### src/crn_reset_nmi_map.vh
// Register map and field constants of the reset-cause and NMI register bank.
// Assumes a word-addressed plain register port with byte addresses.
`ifndef CRN_RESET_NMI_MAP_VH
`define CRN_RESET_NMI_MAP_VH

// ----------------------------------------------------------------------
// Register byte offsets
// ----------------------------------------------------------------------
`define CRN_ADDR_W 8
`define CRN_OFF_REQ_CLEAR 8'h00
`define CRN_OFF_RESET_CAUSE 8'h04
`define CRN_OFF_NMI_SOURCE 8'h08
`define CRN_OFF_IRQ_STATUS 8'h0c
`define CRN_OFF_IRQ_MASK 8'h10

// ----------------------------------------------------------------------
// Request-clear field
// ----------------------------------------------------------------------
`define CRN_REQ_CODE_W 5
`define CRN_REQ_CODE_LAST 5'h05
`define CRN_WAKE_CNT 6

// ----------------------------------------------------------------------
// Reset-cause bit positions and power-on value
// ----------------------------------------------------------------------
`define CRN_RC_POWERON 0
`define CRN_RC_PIN 1
`define CRN_RC_WATCHDOG 2
`define CRN_RC_SOFT 4
`define CRN_RC_LOWVOLT 6
`define CRN_RC_W 7
`define CRN_RC_IMPL_MASK 7'h57
`define CRN_RC_POR_VALUE 7'h01

// ----------------------------------------------------------------------
// NMI source bit positions
// ----------------------------------------------------------------------
`define CRN_NMI_WATCHDOG 0
`define CRN_NMI_LV_DROP 2
`define CRN_NMI_LV_RECOVER 3
`define CRN_NMI_W 4

// ----------------------------------------------------------------------
// Interrupt status and mask layout
// ----------------------------------------------------------------------
`define CRN_IRQ_W 9
`define CRN_IRQ_NMI_WATCHDOG 6
`define CRN_IRQ_NMI_LV_DROP 7
`define CRN_IRQ_NMI_LV_RECOVER 8
`define CRN_IRQ_MASK_RESET 9'h000

// ----------------------------------------------------------------------
// Active-level modes and captured edge status codes
// ----------------------------------------------------------------------
`define CRN_MODE_LOW 3'h0
`define CRN_MODE_HIGH 3'h1
`define CRN_MODE_FALL 3'h2
`define CRN_MODE_RISE 3'h3
`define CRN_MODE_BOTH 3'h4
`define CRN_EDGE_RISE 2'h1
`define CRN_EDGE_FALL 2'h2

`endif

### src/crn_sync3.v
// Three-stage synchroniser with agreement filter for pin inputs.
// Assumes the inputs are asynchronous to clk; one lane per bit.
`timescale 1ns/1ps

module crn_sync3 #(
  parameter WIDTH = 1
) (
  input wire clk,
  input wire arst_n,
  input wire [WIDTH-1:0] pin_in,
  output wire [WIDTH-1:0] level_out
);

  genvar i;
  generate
    for (i = 0; i < WIDTH; i = i + 1) begin : g_lane
      reg s1_q;
      reg s2_q;
      reg s3_q;
      reg lvl_q;
      // The first stage feeds only the second, so metastability never
      // reaches the filter.
      always @(posedge clk or negedge arst_n) begin
        if (!arst_n) begin
          s1_q <= 1'b0;
          s2_q <= 1'b0;
          s3_q <= 1'b0;
          lvl_q <= 1'b0;
        end else begin
          s1_q <= pin_in[i];
          s2_q <= s1_q;
          s3_q <= s2_q;
          if (s2_q == s3_q) begin
            lvl_q <= s3_q;
          end
        end
      end
      assign level_out[i] = lvl_q;
    end
  endgenerate

endmodule // crn_sync3

### src/crn_wake_chan.v
// One external standby-release channel: request detection and edge status.
// Assumes a filtered pin level and a one-cycle clear pulse on clk.
`timescale 1ns/1ps
`include "crn_reset_nmi_map.vh"

module crn_wake_chan (
  input wire clk,
  input wire arst_n,
  input wire pin_level,
  input wire enable,
  input wire [2:0] mode,
  input wire clear,
  output wire pending,
  output wire [1:0] edge_status
);

  reg prev_q;
  reg pend_q;
  reg [1:0] edge_q;
  reg hit;
  reg [1:0] edge_now;
  wire rise = pin_level & ~prev_q;
  wire fall = ~pin_level & prev_q;

  always @* begin
    hit = 1'b0;
    edge_now = 2'h0;
    case (mode)
      `CRN_MODE_LOW: hit = ~pin_level;
      `CRN_MODE_HIGH: hit = pin_level;
      `CRN_MODE_FALL: hit = fall;
      `CRN_MODE_RISE: hit = rise;
      `CRN_MODE_BOTH: begin
        hit = rise | fall;
        edge_now = (rise ? `CRN_EDGE_RISE : 2'h0) |
                   (fall ? `CRN_EDGE_FALL : 2'h0);
      end
      default: hit = 1'b0;
    endcase
    hit = hit & enable;
  end

  // A new request in the clear cycle survives the clear.
  always @(posedge clk or negedge arst_n) begin
    if (!arst_n) begin
      prev_q <= 1'b0;
      pend_q <= 1'b0;
      edge_q <= 2'h0;
    end else begin
      prev_q <= pin_level;
      if (hit) begin
        pend_q <= 1'b1;
      end else if (clear) begin
        pend_q <= 1'b0;
      end
      if (hit) begin
        edge_q <= (clear ? 2'h0 : edge_q) | edge_now;
      end else if (clear) begin
        edge_q <= 2'h0;
      end
    end
  end

  assign pending = pend_q;
  assign edge_status = edge_q;

endmodule // crn_wake_chan

### src/crn_reset_nmi_regs.v
// Reset-cause, NMI-source and standby-release request-clear registers.
// Assumes arst_n is the power-on reset only; other reset causes arrive as
// one-cycle event pulses from the reset controller on clk, while the
// reset pin and the six external interrupt pins are asynchronous.
`timescale 1ns/1ps
`include "crn_reset_nmi_map.vh"

// Notes on behaviour
// - Code 0..5 clears that input's standby request.
// - Clearing a request also clears its edge status.
// - Bit 6 flags a low-voltage reset.
// - Bit 4 flags a software system reset.
// - Bit 2 flags a watchdog reset.
// - Bit 1 flags a reset pin reset.
// - Bit 0 set at power-on; bits 3 and 5 reserved zero.
// - Writing zero clears a flag, one keeps.
// - Reset-cause flags never clear by themselves.
// - NMI bit 3 flags low-voltage recovery.
// - NMI bit 2 flags supply below threshold.
// - NMI bit 0 flags a watchdog NMI.
module crn_reset_nmi_regs (
  input wire clk,
  input wire arst_n,
  input wire [`CRN_ADDR_W-1:0] reg_addr,
  input wire [31:0] reg_wdata,
  input wire reg_wr,
  input wire reg_rd,
  output wire [31:0] reg_rdata,
  input wire reset_pin_n,
  input wire watchdog_reset_evt,
  input wire lowvolt_reset_evt,
  input wire soft_sysreset_evt,
  input wire nmi_watchdog_evt,
  input wire nmi_lowvolt_drop_evt,
  input wire nmi_lowvolt_recover_evt,
  input wire [`CRN_WAKE_CNT-1:0] ext_int_pin,
  input wire [`CRN_WAKE_CNT-1:0] ext_int_enable,
  input wire [3*`CRN_WAKE_CNT-1:0] ext_int_mode,
  output wire [`CRN_WAKE_CNT-1:0] wake_pending,
  output wire [2*`CRN_WAKE_CNT-1:0] captured_edge_status,
  output wire standby_release,
  output wire irq
);

  // ----------------------------------------------------------------------
  // Pin synchronisation
  // ----------------------------------------------------------------------
  wire [`CRN_WAKE_CNT:0] pin_level;
  wire reset_pin_level_n;
  wire [`CRN_WAKE_CNT-1:0] int_level;

  crn_sync3 #(
    .WIDTH(`CRN_WAKE_CNT + 1)
  ) u_sync (
    .clk(clk),
    .arst_n(arst_n),
    .pin_in({reset_pin_n, ext_int_pin}),
    .level_out(pin_level)
  );

  assign reset_pin_level_n = pin_level[`CRN_WAKE_CNT];
  assign int_level = pin_level[`CRN_WAKE_CNT-1:0];

  // ----------------------------------------------------------------------
  // Reset pin event
  // ----------------------------------------------------------------------
  // The filtered pin powers up low, which would look like a pin reset
  // right after power-on; the pin is only watched once it was seen high.
  reg pin_armed_q;
  reg pin_prev_n_q;
  wire pin_reset_evt;

  always @(posedge clk or negedge arst_n) begin
    if (!arst_n) begin
      pin_armed_q <= 1'b0;
      pin_prev_n_q <= 1'b0;
    end else begin
      pin_prev_n_q <= reset_pin_level_n;
      if (reset_pin_level_n) begin
        pin_armed_q <= 1'b1;
      end
    end
  end

  assign pin_reset_evt = pin_armed_q & pin_prev_n_q & ~reset_pin_level_n;

  // ----------------------------------------------------------------------
  // Register port decode
  // ----------------------------------------------------------------------
  reg sel_req_clear;
  reg sel_reset_cause;
  reg sel_nmi_source;
  reg sel_irq_status;
  reg sel_irq_mask;

  // Exact decode: an address off the map selects nothing, so a stray
  // write is dropped and a stray read returns zero.
  always @* begin
    sel_req_clear = 1'b0;
    sel_reset_cause = 1'b0;
    sel_nmi_source = 1'b0;
    sel_irq_status = 1'b0;
    sel_irq_mask = 1'b0;
    case (reg_addr)
      `CRN_OFF_REQ_CLEAR: sel_req_clear = 1'b1;
      `CRN_OFF_RESET_CAUSE: sel_reset_cause = 1'b1;
      `CRN_OFF_NMI_SOURCE: sel_nmi_source = 1'b1;
      `CRN_OFF_IRQ_STATUS: sel_irq_status = 1'b1;
      `CRN_OFF_IRQ_MASK: sel_irq_mask = 1'b1;
      default: sel_req_clear = 1'b0;
    endcase
  end

  wire wr_req_clear = reg_wr & sel_req_clear;
  wire wr_reset_cause = reg_wr & sel_reset_cause;
  wire wr_irq_status = reg_wr & sel_irq_status;
  wire wr_irq_mask = reg_wr & sel_irq_mask;
  wire rd_nmi_source = reg_rd & sel_nmi_source;

  // ----------------------------------------------------------------------
  // Standby-release request clear
  // ----------------------------------------------------------------------
  wire [`CRN_REQ_CODE_W-1:0] req_code;
  wire req_code_ok;
  reg [`CRN_WAKE_CNT-1:0] chan_clear;

  assign req_code = reg_wdata[`CRN_REQ_CODE_W-1:0];
  assign req_code_ok = (req_code <= `CRN_REQ_CODE_LAST);

  // Decoded combinationally so the channel clears on the write edge.
  always @* begin
    chan_clear = {`CRN_WAKE_CNT{1'b0}};
    if (wr_req_clear && req_code_ok) begin
      chan_clear[req_code[2:0]] = 1'b1;
    end
  end

  genvar ch;
  generate
    for (ch = 0; ch < `CRN_WAKE_CNT; ch = ch + 1) begin : g_chan
      // Each input owns a fixed three-bit mode slice and a two-bit
      // edge-status slice; modes 5 to 7 never raise a request.
      wire [2:0] chan_mode;
      assign chan_mode = ext_int_mode[3*ch+2:3*ch];
      crn_wake_chan u_chan (
        .clk(clk),
        .arst_n(arst_n),
        .pin_level(int_level[ch]),
        .enable(ext_int_enable[ch]),
        .mode(chan_mode),
        .clear(chan_clear[ch]),
        .pending(wake_pending[ch]),
        .edge_status(captured_edge_status[2*ch+1:2*ch])
      );
    end
  endgenerate

  assign standby_release = |wake_pending;

  // ----------------------------------------------------------------------
  // Reset-cause flags
  // ----------------------------------------------------------------------
  reg [`CRN_RC_W-1:0] cause_q;
  reg [`CRN_RC_W-1:0] cause_d;
  reg [`CRN_RC_W-1:0] cause_set;

  // Each cause input is a one-cycle pulse from the reset controller, except the pin event, which is detected here.
  always @* begin
    cause_set = {`CRN_RC_W{1'b0}};
    cause_set[`CRN_RC_LOWVOLT] = lowvolt_reset_evt;
    cause_set[`CRN_RC_SOFT] = soft_sysreset_evt;
    cause_set[`CRN_RC_WATCHDOG] = watchdog_reset_evt;
    cause_set[`CRN_RC_PIN] = pin_reset_evt;
  end

  // Flags only fall on a software zero; a cause arriving together with
  // that write still sets the flag.
  always @* begin
    cause_d = cause_q;
    if (wr_reset_cause) begin
      cause_d = cause_q & reg_wdata[`CRN_RC_W-1:0];
    end
    cause_d = (cause_d | cause_set) & `CRN_RC_IMPL_MASK;
  end

  always @(posedge clk or negedge arst_n) begin
    if (!arst_n) begin
      cause_q <= `CRN_RC_POR_VALUE;
    end else begin
      cause_q <= cause_d;
    end
  end

  // ----------------------------------------------------------------------
  // NMI source flags
  // ----------------------------------------------------------------------
  // Read-only to software; the flags drop once they have been read so a
  // handler sees each source once. A source firing during that read stays.
  reg [`CRN_NMI_W-1:0] nmi_q;
  reg [`CRN_NMI_W-1:0] nmi_d;
  reg [`CRN_NMI_W-1:0] nmi_set;

  always @* begin
    nmi_set = {`CRN_NMI_W{1'b0}};
    nmi_set[`CRN_NMI_LV_RECOVER] = nmi_lowvolt_recover_evt;
    nmi_set[`CRN_NMI_LV_DROP] = nmi_lowvolt_drop_evt;
    nmi_set[`CRN_NMI_WATCHDOG] = nmi_watchdog_evt;
    if (rd_nmi_source) begin
      nmi_d = nmi_set;
    end else begin
      nmi_d = nmi_q | nmi_set;
    end
  end

  always @(posedge clk or negedge arst_n) begin
    if (!arst_n) begin
      nmi_q <= {`CRN_NMI_W{1'b0}};
    end else begin
      nmi_q <= nmi_d;
    end
  end

  // ----------------------------------------------------------------------
  // Interrupt status, mask and output
  // ----------------------------------------------------------------------
  reg [`CRN_IRQ_W-1:0] irq_stat_q;
  reg [`CRN_IRQ_W-1:0] irq_mask_q;
  reg [`CRN_WAKE_CNT-1:0] wake_prev_q;
  wire [`CRN_IRQ_W-1:0] irq_set;
  reg [`CRN_IRQ_W-1:0] irq_clr;

  assign irq_set = {nmi_lowvolt_recover_evt,
                    nmi_lowvolt_drop_evt,
                    nmi_watchdog_evt,
                    wake_pending & ~wake_prev_q};
  always @* begin
    irq_clr = {`CRN_IRQ_W{1'b0}};
    if (wr_irq_status) begin
      irq_clr = reg_wdata[`CRN_IRQ_W-1:0];
    end
  end

  always @(posedge clk or negedge arst_n) begin
    if (!arst_n) begin
      irq_stat_q <= {`CRN_IRQ_W{1'b0}};
      irq_mask_q <= `CRN_IRQ_MASK_RESET;
      wake_prev_q <= {`CRN_WAKE_CNT{1'b0}};
    end else begin
      // An event in the clear cycle wins, so none is lost.
      irq_stat_q <= (irq_stat_q & ~irq_clr) | irq_set;
      wake_prev_q <= wake_pending;
      if (wr_irq_mask) begin
        irq_mask_q <= reg_wdata[`CRN_IRQ_W-1:0];
      end
    end
  end

  // The mask only gates the output; status keeps collecting events while
  // masked, so software can still poll it.
  assign irq = |(irq_stat_q & irq_mask_q);

  // ----------------------------------------------------------------------
  // Read data
  // ----------------------------------------------------------------------
  reg [31:0] rdata_q;
  reg [31:0] rdata_d;

  // The request-clear register is write-only and reads as zero, as does
  // any unmapped offset.
  always @* begin
    rdata_d = 32'h0000_0000;
    if (reg_rd) begin
      case (reg_addr)
        `CRN_OFF_RESET_CAUSE: begin
          rdata_d[`CRN_RC_W-1:0] = cause_q;
        end
        `CRN_OFF_NMI_SOURCE: begin
          rdata_d[`CRN_NMI_W-1:0] = nmi_q;
        end
        `CRN_OFF_IRQ_STATUS: begin
          rdata_d[`CRN_IRQ_W-1:0] = irq_stat_q;
        end
        `CRN_OFF_IRQ_MASK: begin
          rdata_d[`CRN_IRQ_W-1:0] = irq_mask_q;
        end
        default: begin
          rdata_d = 32'h0000_0000;
        end
      endcase
    end
  end

  always @(posedge clk or negedge arst_n) begin
    if (!arst_n) begin
      rdata_q <= 32'h0000_0000;
    end else begin
      rdata_q <= rdata_d;
    end
  end

  assign reg_rdata = rdata_q;

endmodule // crn_reset_nmi_regs

### config.mk
export PLATFORM = sky130hd
export DESIGN_NAME = crn_reset_nmi_regs
export DESIGN_NICKNAME = d
export VERILOG_FILES = /design/src/crn_sync3.v /design/src/crn_wake_chan.v /design/src/crn_reset_nmi_regs.v
export VERILOG_INCLUDE_DIRS = /design/src
export SDC_FILE = /design/constraint.sdc
export NUM_CORES = 1
export LEC_CHECK = 0
export BUFFER_PORTS_ARGS = -buffer_cell sky130_fd_sc_hd__buf_2
export CAP_MARGIN = 20
export CORE_MARGIN = 2
export CORE_UTILIZATION = 27
export DETAILED_ROUTE_END_ITERATION = 7
export GPL_ROUTABILITY_DRIVEN = 0
export HOLD_SLACK_MARGIN = 0.08
export PLACE_DENSITY_LB_ADDON = 0.3
export SLEW_MARGIN = 5
export SYNTH_ARGS = -nofsm -noshare
export SYNTH_HDL_FRONTEND = slang
export SYNTH_SLANG_ARGS = --single-unit
### constraint.sdc
create_clock -name clk -period 2.2 [get_ports clk]
set_clock_uncertainty 0.2 [all_clocks]
set_input_delay 0.44 -clock clk [delete_from_list [all_inputs] [get_ports clk]]
set_output_delay 0.44 -clock clk [all_outputs]
set_load 0.05 [all_outputs]
# --- Word-level counts from Yosys, hierarchy flattened ---
# Cells that the tools add are included.
# Widths: inputs -> output; s select.
word_totals:
  reg_bits: 119
  latchBits: 0
  ramBits: 0
  mem_bits_ro: 0
  in_bits: 81
  output_inout_bits: 52
  n_memories: 0
op_classes:
  add_sub_neg: 0
  multipliers: 0
  div: 0
  n_lt_le_gt_ge: 3
  eq_ne: 35
  shift: 0
  muxes: 63
  n_bitwise: 65
  reduce_logical: 17
op_table:
  columns: ["op", "count"]
  rows:
  - ["$mux 2", 24]
  - ["$eq 3x2->1 const B", 12]
  - ["$pmux 1 s5", 6]
  - ["$and 1x1->1", 25]
  - ["$mux 1", 24]
  - ["$or 2x2->2", 12]
  - ["$and 9x9->9", 2]
  - ["$eq 3x1->1 const B", 6]
  - ["$eq 3x3->1 const B", 6]
  - ["$logic_not 3->1", 6]
  - ["$mux 9", 2]
  - ["$eq 8x4->1 const B", 2]
  - ["$pmux 4 s4", 1]
  - ["$not 1->1", 13]
  - ["$reduce_bool 2->1", 6]
  - ["$not 9->9", 1]
  - ["$or 9x9->9", 1]
  - ["$pmux 3 s3", 1]
  - ["$reduce_or 9->1", 1]
  - ["$eq 8x3->1 const B", 1]
  - ["$eq 8x5->1 const B", 1]
  - ["$logic_not 8->1", 1]
  - ["$and 7x7->7", 1]
  - ["$eq 1x1->1", 7]
  - ["other kinds (15)", 21]

# --- Depth between registers and ports, before layout ---
# Gate-level depths: netlist of run 1.
depth:
  word_depth: 8
  depth_mapped: 7
  depth_no_buf: 6

# --- Cells and area by module ---
# Synthesis of run 1 repeated with hierarchy kept, for this count alone.
hier_totals:
  cells_unflattened: 366
  area_unflattened_um2: 4294.1
by_module_without_submodules:
  columns: ["module", "instances", "cells_each", "area_each_um2", "seq_area_each_um2"]
  rows:
  - ["crn_reset_nmi_regs", 1, 186, 2118.3, 1077.3]
  - ["crn_wake_chan", 6, 23, 224.0, 100.1]
  - ["crn_sync3", 1, 42, 832.0, 700.7]

# --- Least setup slack after synthesis of run 1 ---
# Ideal clock, no wire load.
synth_path:
  kind: "input -> register"
  start: "in reg_addr[1]"
  end: "reg g_chan[2].u_chan.pend_q"
  setup_time_ps: 126
  arrival_time_ps: 1797
  path_slack_ps: 77
  cell_stages: 4
  cell_sequence: "or4_4 nor4_4 nand4_2 a221o_1"
synth_between:
  elab_chain_len: 6
synth_rtl:
  columns: ["item", "line", "source"]
  rows:
  - ["from (decl)", "crn_reset_nmi_regs.v:24", "input wire [`CRN_ADDR_W-1:0] reg_addr,"]
  - ["$logic_not 8->1", "crn_reset_nmi_regs.v:104", "case (reg_addr)"]
  - ["$mux 1", "crn_reset_nmi_regs.v:104", null]
  - ["$and 1x1->1", "crn_reset_nmi_regs.v:114", "wire wr_req_clear = reg_wr & sel_req_clear;"]
  - ["$logic_and 1x1->1", "crn_reset_nmi_regs.v:133", "if (wr_req_clear && req_code_ok) begin"]
  - ["$mux 6", "crn_reset_nmi_regs.v:133", null]
  - ["$reduce_bool 2->1 (no line)", null, null]
  - ["to (signal assigned)", "crn_wake_chan.v:47", "pend_q <= 1'b0;"]
  - ["to (signal assigned)", "crn_wake_chan.v:52", "pend_q <= 1'b1;"]
  - ["to (signal assigned)", "crn_wake_chan.v:54", "pend_q <= 1'b0;"]
  - ["to (decl)", "crn_wake_chan.v:18", "reg pend_q;"]
# Every way passes these cells.
# A chain may end at the register's enable or synchronous reset.

# --- Worst setup path after layout of run 1 ---
layout_path:
  start: "reg irq_mask_q[5]"
  end: "out irq"
layout_between:
  elab_chain_len: 2
layout_rtl:
  columns: ["item", "line", "source"]
  rows:
  - ["from (decl)", "crn_reset_nmi_regs.v:227", "reg [`CRN_IRQ_W-1:0] irq_mask_q;"]
  - ["from (signal assigned)", "crn_reset_nmi_regs.v:246", "irq_mask_q <= `CRN_IRQ_MASK_RESET;"]
  - ["from (signal assigned)", "crn_reset_nmi_regs.v:253", "irq_mask_q <= reg_wdata[`CRN_IRQ_W-1:0];"]
  - ["$and 9x9->9", "crn_reset_nmi_regs.v:260", "assign irq = |(irq_stat_q & irq_mask_q);"]
  - ["$reduce_or 9->1", "crn_reset_nmi_regs.v:260", null]
  - ["to (decl)", "crn_reset_nmi_regs.v:42", "output wire irq"]
# Every way passes these cells.

==> results.cfg, run 1 <==
[status]
outcome = finished clean

[synthesis]
synth_area_per_cell_um2 = 12.02
synth_cell_types = 52
synth_edf_count = 0
async_reset_ff_share_pct = 100.0
ys_seq_elements = 95
ys_seq_area_share_pct = 56.88
ys.flop_type = dfrtp_1
ys_warn_count = 0
synth_cells = 348
synth_area_um2 = 4182

[power]
cellPowerDensity_nw_per_um2 = 816.0
power_mw = 4.305
irDropWorstVdd_uv = 431.8
leakage_nw = 2.504

[placed_design]
dp_hpwl_um = 7279
dpl_worst_slack_ns = -0.1922
port_buffers = 86

[drt]
dr.pass1.iters = 4
drc_errors = 0
vias = 2928
vias_per_cell = 4.457
drt_iter0_drc = 115
wirelength_um = 9357
postRouteAntennaNets = 0
wl_per_cell_um = 14.24

[critical_path]
crit_start = irq_mask_q[5]
r2r_cells = 5
endpoint = irq
required_ns = 1.56
arrival_ns = 1.55
cp_max_fo = 2
crit_type = register to output pin
worst_setup_path_start_kind = register
regToRegSetupSlack_ns = 0.52
r2r_end = g_chan[4].u_chan.pending
r2r-start = u_sync.g_lane[4].lvl_q
end_kind = output pin

[global_routing]
antenna_found_initial = 0
gr-usage-all-layers_pct = 11.97
grt_max_degree = 37
grt_overflow = 0
grt_pass1_vias = 2904
grt_pass1_wl_um = 15100

[clock_network]
clock_latency_ns = 0.34
cts_buffer_depth = 2
root_buffer = clkbuf_16
h-tree-depth = 3
clkTransAtPathRegs_ns = 0.07
numCtsBuffers = 9
cts_tree = built
clock-sinks = 95

[cells_and_area]
post-route-util_pct = 34.83
ff_latch_area_um2 = 2379
syn_to_final_growth_pct = 26.15
multi_input_area_um2 = 1577
mostFrequentLayoutCells = dfrtp_1, buf_2, nand2_1, conb_1, inv_1
drive_above_1_share_pct = 31.56
layout.nets = 557
final_common_cell = dfrtp_1
fill_cells = 1493
n_antenna_cell = 0

[floorplanning]
die_area_um2 = 16500
rows = 45
start_util_pct = 27.61
die_h_um = 128.4
pin_count = 133
core_area_um2 = 15150
die_width_um = 128.4

[timing]
rsz0062_at_grt = yes
finalWorstSetupSlack_ns = 0.01417
setup_viol = 0
finalCritPeriodShare_pct = 99.36
finalHoldViolations = 0
fmax_mhz = 457.5
fin_crit_ns = 2.186
drv_slew = 0
setup_tns_ns = 0

[min_path]
hold_class = input port to register
min_from = nmi_lowvolt_recover_evt

[job]
drv_cap = 0
-- layer usage --
layer	up-vias	GRT usage (%)	wire [um]
li1	1424	-	-
met4	0	3.167	81
met3	5	4.615	587
met2	87	18.99	4332
met5	-	0	0
met1	1412	15.36	4355
-- Yosys cell counts (all sizes together) (4+ instances only) --
master	number	area [um^2]
o21ai	7	35.03
mux2i	6	60.06
dfrtp	94	2352
buf	31	227.7
a21oi	9	45.04
ha	12	150.1
nor2b	4	25.02
nand2	25	93.84
nor4	5	46.29
nor3	5	36.29
a22oi	8	60.06
and3	4	25.02
maj3	7	70.07
a2111oi	5	52.55
a21o	7	52.55
mux2	11	123.9
nand3	7	40.04
nor2	21	78.83
inv	22	82.58
a22o	23	204.0
-- cells by family after synthesis --
logic type	share of synthesized area, %
AO/OA/AOI/OAI	12.93
XOR/XNOR	0.8380
adder cells (fa/ha/maj)	5.266
buffers and inverters	7.690
flip-flops	56.88
multiplexers	4.399
other	0.08968
AND/OR/NAND/NOR	11.91
-- power breakdown --
group          switching [mW]  internal [mW]
logic                   0.566          0.267
registers              0.0885           1.88
clock network           0.634          0.873
-- repair_timing --
item | 4_1_cts | 5_1_grt
endpoints found under the hold margin | 34 | 0
hold buffers | 9 | 0
pin swaps | 2 | 0
endpoints found under the setup margin | 1 | 2
buffers inserted | 3 | 0
gates resized for setup | 3 | 1
-- worst max-delay path, stage by stage, from the launching register on --
cell	delay (ns)
dfrtp_1	0.39
a22o_1	0.24
a221oi_2	0.23
nand3_1	0.16
buf_6	0.19
-- stage by stage --
step	instances	instance area, um^2	hold WS (ns)
final	657	5275	0.09662
after detailed placement	629	4861	0.1347
after floorplan	370	4264	-0.05559
after global routing	657	5275	0.09677
after global placement	629	4861	0.1327
after CTS	657	5269	0.08391
-- registers in the layout (all words and copies together), names as in the netlist --
| name | count |
|---|---|
| nmi_q | 3 |
| pin_armed_q | 1 |
| u_sync.g_lane.s3_q | 7 |
| wake_prev_q | 6 |
| u_sync.g_lane.lvl_q | 7 |
| irq_mask_q | 9 |
| g_chan.u_chan.pending | 6 |
| reg_rdata | 9 |
| u_sync.g_lane.s2_q | 7 |
| g_chan.u_chan.prev_q | 6 |
| cause_q | 5 |
| g_chan.u_chan.edge_status | 12 |
| pin_prev_n_q | 1 |
| irq_stat_q | 9 |
| u_sync.g_lane.s1_q | 7 |
-- area by class of cell --
type,instances,area share [%]
Multi-Input combinational cell,219,29.89
Inverter,22,1.565
Clock buffer,11,4.412
Sequential cell,95,45.09
Tap cell,188,4.459
Clock inverter,5,0.9488
Timing Repair Buffer,117,13.64
-- worst min path at each step --
stage,to,slack [ns],depth (start not counted)
after floorplan,cause_q[1],-0.06,0
after global placement,u_sync.g_lane[1].s2_q,0.13,0
after detailed placement,u_sync.g_lane[4].s2_q,0.13,0
after CTS,irq_stat_q[8],0.08,2
after global routing,irq_stat_q[8],0.1,2
final,irq_stat_q[8],0.1,2
Note: power is estimated with default switching activity, not from simulation.
==> run 2: changes to the inputs <==
CORE_MARGIN = unset   (was 2)
CTS_CLUSTER_DIAMETER = 80   (was unset)
PLACE_DENSITY = 0.51   (was unset)
PLACE_DENSITY_LB_ADDON = unset   (was 0.3)
==> run 2 against run 1 <==
Net effect:
- via count is 0.14% higher
- sequential share of layout area is 0.19 points lower
- final cell count is 0.15% higher
- global-route usage is 0.73 points higher
- cell area is 0.47% higher
- largest cell class unchanged
- clock power is 4% higher
- fmax is 1.9% higher
- first-iteration DRC count is 35% higher
==> results.cfg, run 2 (synthesis gave the netlist of run 1 again) <==
[status]
outcome = finished clean

[cells_and_area]
layout.nets = 558
n_antenna_cell = 0
largest_reg_flops = 12
stdcell_count = 658
drive_above_1_share_pct = 31.91
final_common_cell = dfrtp_1
mostFrequentLayoutCells = dfrtp_1, buf_2, nand2_1, conb_1, buf_4
fill_cells = 1500
syn_to_final_growth_pct = 26.75

[floorplanning]
die_area_um2 = 15990
core_area_um2 = 15150
pin_count = 133
die_width_um = 126.4
rows = 45
start_util_pct = 27.61
die_h_um = 126.4

[critical_path]
worst-path-buf-inv = 1
required_ns = 1.56
cp_max_fo = 3
slowest_delay_ns = 0.42
crit_slowest_cell = dfrtp_1
path_cells = a22o_1 > a221oi_2 > nand3_1 > buf_6
worst_setup_path_start_kind = register
end_kind = output pin
crit_family = compound AO/OA/AOI/OAI gates
arrival_ns = 1.50
crit_type = register to output pin

[clock_network]
clock_latency_ns = 0.34
clock-sinks = 95
clkTransAtPathRegs_ns = 0.06
cts_buffer_depth = 2
numCtsBuffers = 9
cts_tree = built
root_buffer = clkbuf_16
h-tree-depth = 3

[timing]
fin_crit_ns = 2.144
rsz0062_at_grt = yes
finalCritPeriodShare_pct = 97.46
drv_slew = 0
setup_viol = 0
fmax_mhz = 466.4
finalHoldViolations = 0

[drt]
vias = 2932
vias_per_cell = 4.456
wl_per_cell_um = 14.47
wirelength_um = 9524
dr.pass1.iters = 4
drt_iter0_drc = 155
drc_errors = 0
postRouteAntennaNets = 0

[placed_design]
dp_hpwl_um = 7323
numPlacedInstances = 630
port_buffers = 86

[global_routing]
grt_overflow = 0
grt_pass1_vias = 2960
grt_pass1_wl_um = 15470
grt_max_degree = 47
antenna_found_initial = 1
gr-usage-all-layers_pct = 12.70

[min_path]
hold_class = input port to register

[power]
power_mw = 4.374
cellPowerDensity_nw_per_um2 = 825.3
leakage_nw = 2.525
irDropWorstVdd_uv = 434.4

[job]
drv_cap = 0
-- run 2: cell type report --
type / instances / area (um^2) / area share, %
sequential: 95 / 2380 / 44.90
clock buffer: 13 / 260.3 / 4.910
inverter: 22 / 82.58 / 1.558
clock inverter: 3 / 42.54 / 0.8026
multi-input combinational: 219 / 1585 / 29.91
tap: 188 / 235.2 / 4.438
timing repair buffer: 118 / 714.4 / 13.48
-- run 2: metrics by stage --
step / utilization, % / cell area (um^2) / setup TNS, ns / hold slack [ns] / setup slack (ns)
floorplan: - / 4264 / 0 / -0.05559 / 0.07680
global placement: 32.06 / 4856 / -2.741 / 0.1350 / -0.1661
detailed placement: 32.06 / 4856 / -3.256 / 0.1347 / -0.1767
CTS: 34.89 / 5284 / 0 / 0.08586 / 0.008418
global route: 34.99 / 5300 / -0.03723 / 0.08469 / -0.03723
finish: 34.99 / 5300 / 0 / 0.1015 / 0.05596
-- run 2: final timing paths --
check	from	end	slack [ns]	cells after the start
min in group asynchronous	arst_n	u_sync.g_lane[2].lvl_q	0.33	2
worst max register to register	u_sync.g_lane[4].lvl_q	g_chan[4].u_chan.pending	0.51	5
worst max-delay path	irq_mask_q[3]	irq	0.06	4
worst min-delay path	nmi_lowvolt_drop_evt	irq_stat_q[7]	0.10	2
max in group asynchronous	arst_n	u_sync.g_lane[5].s1_q	0.90	3
worst min register to register	u_sync.g_lane[2].s1_q	u_sync.g_lane[2].s2_q	0.15	0
-- run 2: metal layers --
layer	routed length [um]	global-route usage, %	vias up
li1	-	-	1427
met1	4431	15.92	1413
met2	4419	20.34	82
met3	552	4.724	10
met4	119	3.827	0
met5	0	0	-
-- run 2: what timing repair did --
item | CTS | global route
hold endpoints to repair | 28 | 0
pin swaps | 2 | 0
hold buffers | 9 | 0
gates resized for setup | 3 | 3
endpoints found under the setup margin | 1 | 2
buffers inserted | 3 | 0
-- run 2: power breakdown --
| part | switching [mW] | internal (mW) |
|---|---|---|
| registers | 0.0925 | 1.88 |
| clock network | 0.628 | 0.942 |
| logic | 0.569 | 0.267 |
| total | 1.29 | 3.08 |
